## config.mk

```make
export PLATFORM = sky130hd
export DESIGN_NAME = ebtp_timer
export DESIGN_NICKNAME = d
export VERILOG_FILES = /design/src/inc/ebtp_pkg.sv /design/src/verilog/ebtp_timer.sv
export SDC_FILE = /design/constraint.sdc
export NUM_CORES = 1
export LEC_CHECK = 0
export BUFFER_PORTS_ARGS = -buffer_cell sky130_fd_sc_hd__buf_2
export CAP_MARGIN = 5
export CORE_UTILIZATION = 56
export CTS_CLUSTER_DIAMETER = 30
export DETAILED_ROUTE_END_ITERATION = 10
export HOLD_SLACK_MARGIN = 0.15
export PLACE_DENSITY = 0.81
export SETUP_SLACK_MARGIN = 0.4
export SYNTH_ARGS = -nofsm -noshare
export SYNTH_HDL_FRONTEND = slang
export SYNTH_SLANG_ARGS = --single-unit
```

## constraint.sdc

```tcl
create_clock -name mclk -period 2.2 [get_ports mclk]
set_clock_uncertainty 0.15 [all_clocks]
set_input_delay 0 -clock mclk [delete_from_list [all_inputs] [get_ports mclk]]
set_output_delay 0 -clock mclk [all_outputs]
set_load 0.01 [all_outputs]
```

## src/inc/ebtp_pkg.sv

```systemverilog
// Constants and carrier types for the 8-bit timer with shared prescaler.
// Assumes one 20 MHz clock; one clock period stands for one oscillator
// period, and four of them make one instruction cycle.
package ebtp_pkg;

  localparam int        MCLK_HZ        = 20_000_000;
  localparam int        TOSC_NS        = 1_000_000_000 / MCLK_HZ;
  localparam int        EDGE_DLY_MIN   = 3;
  localparam int        EDGE_DLY_MAX   = 7;

  localparam logic [4:0] TIMER_ADDR    = 5'h01;
  localparam logic [7:0] OPTION_RESET  = 8'hff;
  localparam logic [5:0] DIR_RESET     = 6'h3f;
  localparam logic [7:0] PRESC_RESET   = 8'h00;
  localparam logic [7:0] TIMER_PORRST  = 8'h00;
  localparam logic [7:0] READ_ZERO     = 8'h00;
  localparam logic [1:0] INHIBIT_CYC   = 2'h2;
  localparam int         SHARED_BIT    = 2;

  localparam logic [1:0] PHASE_Q1      = 2'h0;
  localparam logic [1:0] PHASE_Q2      = 2'h1;
  localparam logic [1:0] PHASE_Q3      = 2'h2;
  localparam logic [1:0] PHASE_Q4      = 2'h3;

  // Option register layout, most significant bit first
  typedef struct packed {
    logic       pinWakeDisable;
    logic       pullupDisable;
    logic       clockSourceSelect;
    logic       sourceEdgeSelect;
    logic       prescalerAssign;
    logic [2:0] prescaleRatioSel;
  } ebtp_option_t;

  // One CPU access, presented during the Q4 cycle of an instruction
  typedef struct packed {
    logic       fileWe;
    logic [4:0] fileAddr;
    logic [7:0] fileWdata;
    logic       optionWe;
    logic       dirWe;
    logic       watchdogClearOp;
  } ebtp_cpu_req_t;

  // Pin-side controls for the shared count pin and the port
  typedef struct packed {
    logic sharedPinOeN;
    logic pinWakeDisable;
    logic pullupDisable;
  } ebtp_pin_ctl_t;

endpackage

```

## src/verilog/ebtp_timer.sv

```systemverilog
// Timer/counter with an 8-bit prescaler shared with the watchdog.
// Assumes the CPU presents one-cycle accesses on Q4, a free-running
// watchdog tick source, and an external count pin from outside the clock.
//
// Function
// - Clock-source bit clear: timer counts instruction cycles.
// - A timer write blocks counting for the next two instruction cycles.
// - Clock-source bit set: timer counts edges of the external input.
// - Edge bit clear counts rising edges, set counts falling edges.
// - Prescaler serves timer when assign bit clear, watchdog when set.
// - Three ratio bits select division by two up to 256 for the timer.
// - Prescaler is an 8-bit counter hidden from software.
// - With timer assignment, every timer write clears the prescaler.
// - With watchdog assignment, watchdog clear also clears the prescaler.
// - Any reset clears the prescaler.
// - Prescaler output or raw input is sampled on Q2 and Q4.
// - Timer step follows an input edge by three to seven periods.
// - Counter mode forces the shared pin to input.
// - Timer is 8-bit read/write at 01h, kept over non-power resets.
// - Option register resets to all ones on every reset.
// - Prescaler divides like a ripple counter with symmetrical output.
`timescale 1ns/1ps
`default_nettype none

module ebtp_timer
(
  input  wire logic                   mclk,
  input  wire logic                   rst,
  input  wire logic                   otherReset,
  input  wire ebtp_pkg::ebtp_cpu_req_t cpuReq,
  output var  logic [7:0]             fileRdata,
  input  wire logic                   extCountInput,
  input  wire logic                   watchdogTick,
  output var  logic                   watchdogPostTick,
  output var  logic                   instrTick,
  output var  ebtp_pkg::ebtp_pin_ctl_t pinCtl
);
  import ebtp_pkg::*;

  logic [1:0]   phase_reg;
  logic         q2;
  logic         q4;
  ebtp_option_t option_reg;
  logic [5:0]   pinDirection_reg;
  logic [7:0]   timer_reg;
  logic [7:0]   presc_reg;
  logic [7:0]   presc_next;
  logic [1:0]   inhibit_reg;
  logic [2:0]   sync_reg;
  logic         extHeld_reg;
  logic         extNow;
  logic         srcLevel;
  logic         srcHeld;
  logic         extEdge;
  logic         sampled_reg;
  logic         incReq_reg;
  logic         sampleSrc;
  logic         timerWr;
  logic         timerInc;
  logic         prescEvt;
  logic [7:0]   wdtMask;
  logic         cs;
  logic         prescaler_assign;
  logic [2:0]   ratio;

  assign cs      = option_reg.clockSourceSelect;
  assign prescaler_assign     = option_reg.prescalerAssign;
  assign ratio   = option_reg.prescaleRatioSel;
  assign q2      = (phase_reg == PHASE_Q2);
  assign q4      = (phase_reg == PHASE_Q4);
  assign timerWr = cpuReq.fileWe && (cpuReq.fileAddr == TIMER_ADDR);

  // Instruction phase divider, Q1 to Q4
  always_ff @(posedge mclk)
  begin
    if (rst)
      phase_reg <= PHASE_Q1;
    else
      phase_reg <= phase_reg + 2'h1;
  end

  always_ff @(posedge mclk)
  begin
    if (rst)
      instrTick <= 1'b0;
    else
      instrTick <= q4;
  end

  // Option and direction registers, write only
  always_ff @(posedge mclk)
  begin
    if (rst || otherReset)
      option_reg <= OPTION_RESET;
    else if (cpuReq.optionWe)
      option_reg <= cpuReq.fileWdata;
  end

  always_ff @(posedge mclk)
  begin
    if (rst || otherReset)
      pinDirection_reg <= DIR_RESET;
    else if (cpuReq.dirWe)
      pinDirection_reg <= cpuReq.fileWdata[5:0];
  end

  // External input: three stages, a change counts once two and three agree
  always_ff @(posedge mclk)
  begin
    if (rst)
      sync_reg <= 3'h0;
    else
      sync_reg <= {sync_reg[1:0], extCountInput};
  end

  assign extNow = (sync_reg[1] == sync_reg[2]) ? sync_reg[2] : extHeld_reg;

  always_ff @(posedge mclk)
  begin
    if (rst)
      extHeld_reg <= 1'b0;
    else
      extHeld_reg <= extNow;
  end

  // Edge select folds the falling edge into a rising one
  assign srcLevel = extNow ^ option_reg.sourceEdgeSelect;
  assign srcHeld  = extHeld_reg ^ option_reg.sourceEdgeSelect;
  assign extEdge  = srcLevel && !srcHeld;

  // Prescaler input: timer source or watchdog tick
  always_comb
  begin
    if (prescaler_assign)
      prescEvt = watchdogTick;
    else if (cs)
      prescEvt = extEdge;
    else
      prescEvt = q4;
  end

  // Counting every source event matches a ripple chain's final state
  assign presc_next = presc_reg + 8'h01;

  always_ff @(posedge mclk)
  begin
    if (rst || otherReset)
      presc_reg <= PRESC_RESET;
    else if (timerWr && !prescaler_assign)
      presc_reg <= PRESC_RESET;
    else if (cpuReq.watchdogClearOp && prescaler_assign)
      presc_reg <= PRESC_RESET;
    else if (prescEvt)
      presc_reg <= presc_next;
  end

  // Prescaler bit n toggles every 2^n events, a 1:2^(n+1) square wave
  assign sampleSrc = prescaler_assign ? srcLevel : presc_reg[ratio];

  // Sampling on Q2 and Q4 turns a rising level into one step request
  always_ff @(posedge mclk)
  begin
    if (rst)
      sampled_reg <= 1'b0;
    else if (q2 || q4)
      sampled_reg <= sampleSrc;
  end

  always_ff @(posedge mclk)
  begin
    if (rst)
      incReq_reg <= 1'b0;
    else
      incReq_reg <= (q2 || q4) && sampleSrc && !sampled_reg;
  end

  assign timerInc = (!cs && prescaler_assign) ? q4 : (incReq_reg && (cs || !prescaler_assign));

  // Write inhibit counted in instruction cycles
  always_ff @(posedge mclk)
  begin
    if (rst || otherReset)
      inhibit_reg <= 2'h0;
    else if (timerWr)
      inhibit_reg <= INHIBIT_CYC;
    else if (q4 && inhibit_reg != 2'h0)
      inhibit_reg <= inhibit_reg - 2'h1;
  end

  // Timer count register; other resets leave it untouched
  always_ff @(posedge mclk)
  begin
    if (rst)
      timer_reg <= TIMER_PORRST;
    else if (timerWr)
      timer_reg <= cpuReq.fileWdata;
    else if (timerInc && inhibit_reg == 2'h0 && !otherReset)
      timer_reg <= timer_reg + 8'h01;
  end

  always_ff @(posedge mclk)
  begin
    if (rst)
      fileRdata <= READ_ZERO;
    else if (cpuReq.fileAddr == TIMER_ADDR)
      fileRdata <= timer_reg;
    else
      fileRdata <= READ_ZERO;
  end

  // Watchdog postscaler carry: 1:1 up to 1:128
  assign wdtMask = 8'((9'h001 << ratio) - 9'h001);

  always_ff @(posedge mclk)
  begin
    if (rst)
      watchdogPostTick <= 1'b0;
    else
      watchdogPostTick <= prescaler_assign && watchdogTick &&
                          ((presc_reg & wdtMask) == wdtMask);
  end

  // Pin controls; counter mode releases the shared pin
  always_ff @(posedge mclk)
  begin
    if (rst)
      pinCtl <= 3'h7;
    else
    begin
      pinCtl.sharedPinOeN   <= cs || pinDirection_reg[SHARED_BIT];
      pinCtl.pinWakeDisable <= option_reg.pinWakeDisable;
      pinCtl.pullupDisable  <= option_reg.pullupDisable;
    end
  end
endmodule

`default_nettype wire

```

==> results.ini <==
[route]
wl_mm=6.41
dr.pass1.iters=4
drtIter0Drc=258
vias=2255
antenna_left=0
post_drt_via_cell_ratio=6.03
drc=0
wl_per_cell_um=17.1

[logic_synthesis]
ys_seq_elements=48
ys_seq_area_frac=0.425
synthCells=248
avgSynthCellArea_um2=9.11
synthesis.area_um2=2260
synth_most_common_cell=dfxtp_1
yosys.area.top_type_share=0.425
synthTopCellsByArea=dfxtp_1 (43%), mux2i_1 (7.5%), ha_1 (3.3%)
synth_edf_count=0
synthTopCellsByCount=dfxtp_1 (48), nand2_1 (19), mux2i_1 (17), nor2_1 (17), nand3_1 (13)
synth_fp_nets=276
async_reset_ff_frac=0
ys.warnings.count=0
synth_area_leader_cell=dfxtp_1
ys_types=45
synth-main-ff-cell=dfxtp_1

[placed_design]
placed_area_um2=2470
place.gp.congestion=0.875
dp_slack_ns=0.202
io_buffers=34
place_hpwl_mm=3.26

[grt]
antenna_found_initial=1
track_usage=0.282
grt_overflow=0
grt_start_max_net_pins=24
grt_pass1_wl_mm=9.03
grt_pass1_vias=1929

[worst_setup_path]
crit_type=register to register
r2r_end=timer_reg[6]$_SDFFE_PP0P_
critPathArrivalTime_ns=1.94
worstPathRequired_ns=2.28
critPathCapture=timer_reg[6]$_SDFFE_PP0P_
critPathLaunchType=register
r2r_slack_ns=0.34
reg2reg_from=prescaler_assign$_SDFFE_PP1P_
reg2reg_depth=4
worstPathBufferInverterCount=0
worstSetupPathDepth=4
startpoint=prescaler_assign$_SDFFE_PP1P_
path_cells=nand2b_2 -> mux2i_4 -> or4_1 -> a311oi_2
end_kind=register
slowest_stage=or4_1
crit_family=simple AND/OR/NAND/NOR gates
cpPeakStageDelay_ns=0.54
cp_max_fo=13

[floorplanning]
die_w_um=65.5
start_util=0.599
coreArea_um2=3770
die-area_um2=4290
rows=22
io_pins=35
die_h_um=65.5

[finish]
stdcell_area_um2=3130
nets=353
drive_gt1_frac=0.301
area_delta_synth_final_pct=38.7
n_antenna_cell=0

[clocking]
path_clk_slew_ns=0.10
cts-buffers-inserted=5
cts_num_sinks=48
clock_latency_ns=0.33
root_buffer=clkbuf_8
cts_tree=done
h-tree-depth=2
cts_buffer_depth=2

[min_path]
hold_start=cpuReq[13]
hold_path_class=input port to register

[run_status]
status=finished, final reports clean

[sta]
slew_headroom=0.633
period_needed_ns=1.86
setup-tns-final_ns=0
finalSetupViolations=0
hold_viol_final=0
worst_pin_slew_ns=0.545
rsz0062_at_grt=yes
fin_crit_sh=0.845
setup_ws_ns=0.340
fmaxAchievable_mhz=538
drv_slew=0

[power_and_ir_drop]
p_leak_nw=1.22
power_density_nw_per_um2=532
vdd_drop_max_mv=0.390

[job]
drv_cap=0

worst min path at each step:
stage                                                  end  slack [ns]  depth (start not counted)
after floorplan                 option_reg[6]$_SDFFE_PP1P_       -0.02                          2
after global placement              sync_reg[0]$_SDFF_PP0_        0.07                          2
after detailed placement  pinDirection_reg[2]$_SDFFE_PP1P_        0.09                          3
after CTS                            incReq_reg$_SDFF_PP0_        0.28                          1
after global routing             timer_reg[7]$_SDFFE_PP0P_        0.13                          5
final                            timer_reg[7]$_SDFFE_PP0P_        0.11                          5
timing repair:
action,in CTS,in global routing
gates resized for setup,18,23
setup endpoints to repair,15,25
pin swaps,5,8
endpoints found under the hold margin,48,0
buffers inserted,6,8
cloned,0,1
hold buffers,29,0
worst min-delay path, cell delays in order:
cell      delay (ns)
buf_2           0.09
nor4b_2         0.06
nand3_1         0.13
buf_6           0.16
a311oi_2        0.09
layout by cell type, fill, tap and decap left out, types with 4 or more instances in the layout:
master	instances
a21boi_0	4
dfxtp_2	6
buf_2	35
and3_1	4
nand3_1	13
nand2_1	19
and2_1	10
a311oi_1	5
buf_4	16
or4_1	4
nand3b_1	7
clkbuf_8	5
dfxtp_1	39
nor2_1	17
inv_1	5
nor3_1	5
o31ai_1	4
nor2b_1	10
or3_1	4
o21ai_0	9
a21oi_2	4
a21oi_1	4
mux2i_1	16
dlygate4sd3_1	28
per-layer routing:
metal / vias to the layer above / routed length [um] / global-route usage
met5: - / 13 / 0
met4: 2 / 216 / 0.139
met3: 24 / 498 / 0.0747
met2: 107 / 3080 / 0.446
met1: 1067 / 2590 / 0.354
li1: 1055 / - / -
cell families (layout without fill, tap and decap cells):
group           count (synthesis)  after routing  share of synthesized area
compound gates                 43             43                      0.132
buf+inv                        18             96                     0.0321
simple gates                  111            111                      0.275
fa+ha+maj                       7              7                     0.0377
flops                          48             48                      0.425
xor+xnor                        2              2                    0.00776
mux                            19             19                     0.0903
power by group:
part / internal [mW] / leakage, nW / switching [mW]
Sequential: 0.888 / 0.390 / 0.0224
Combinational: 0.105 / 0.788 / 0.0929
Clock: 0.226 / 0.0404 / 0.332
Total: 1.22 / 1.22 / 0.447
cell type report:
type                    instances  area [um^2]
multi-input cells             182         1370
repair buffers                 81          607
fillers                       191          639
well taps                      48         60.1
flip-flops and latches         48          980
clock inverters                 3         23.8
clock buffers                   5         68.8
inverters                       7         26.3
stage by stage:
stage                     power, mW  hold slack, ns   util  std cells
after floorplan                1.00         -0.0220      -        248
after global placement         1.05          0.0675  0.656        323
after detailed placement       1.05          0.0885  0.656        323
after CTS                      1.64           0.278  0.783        366
after global routing           1.73           0.126  0.830        374
final                          1.67           0.106  0.830        374
Note: power is estimated with default switching activity, not from simulation.
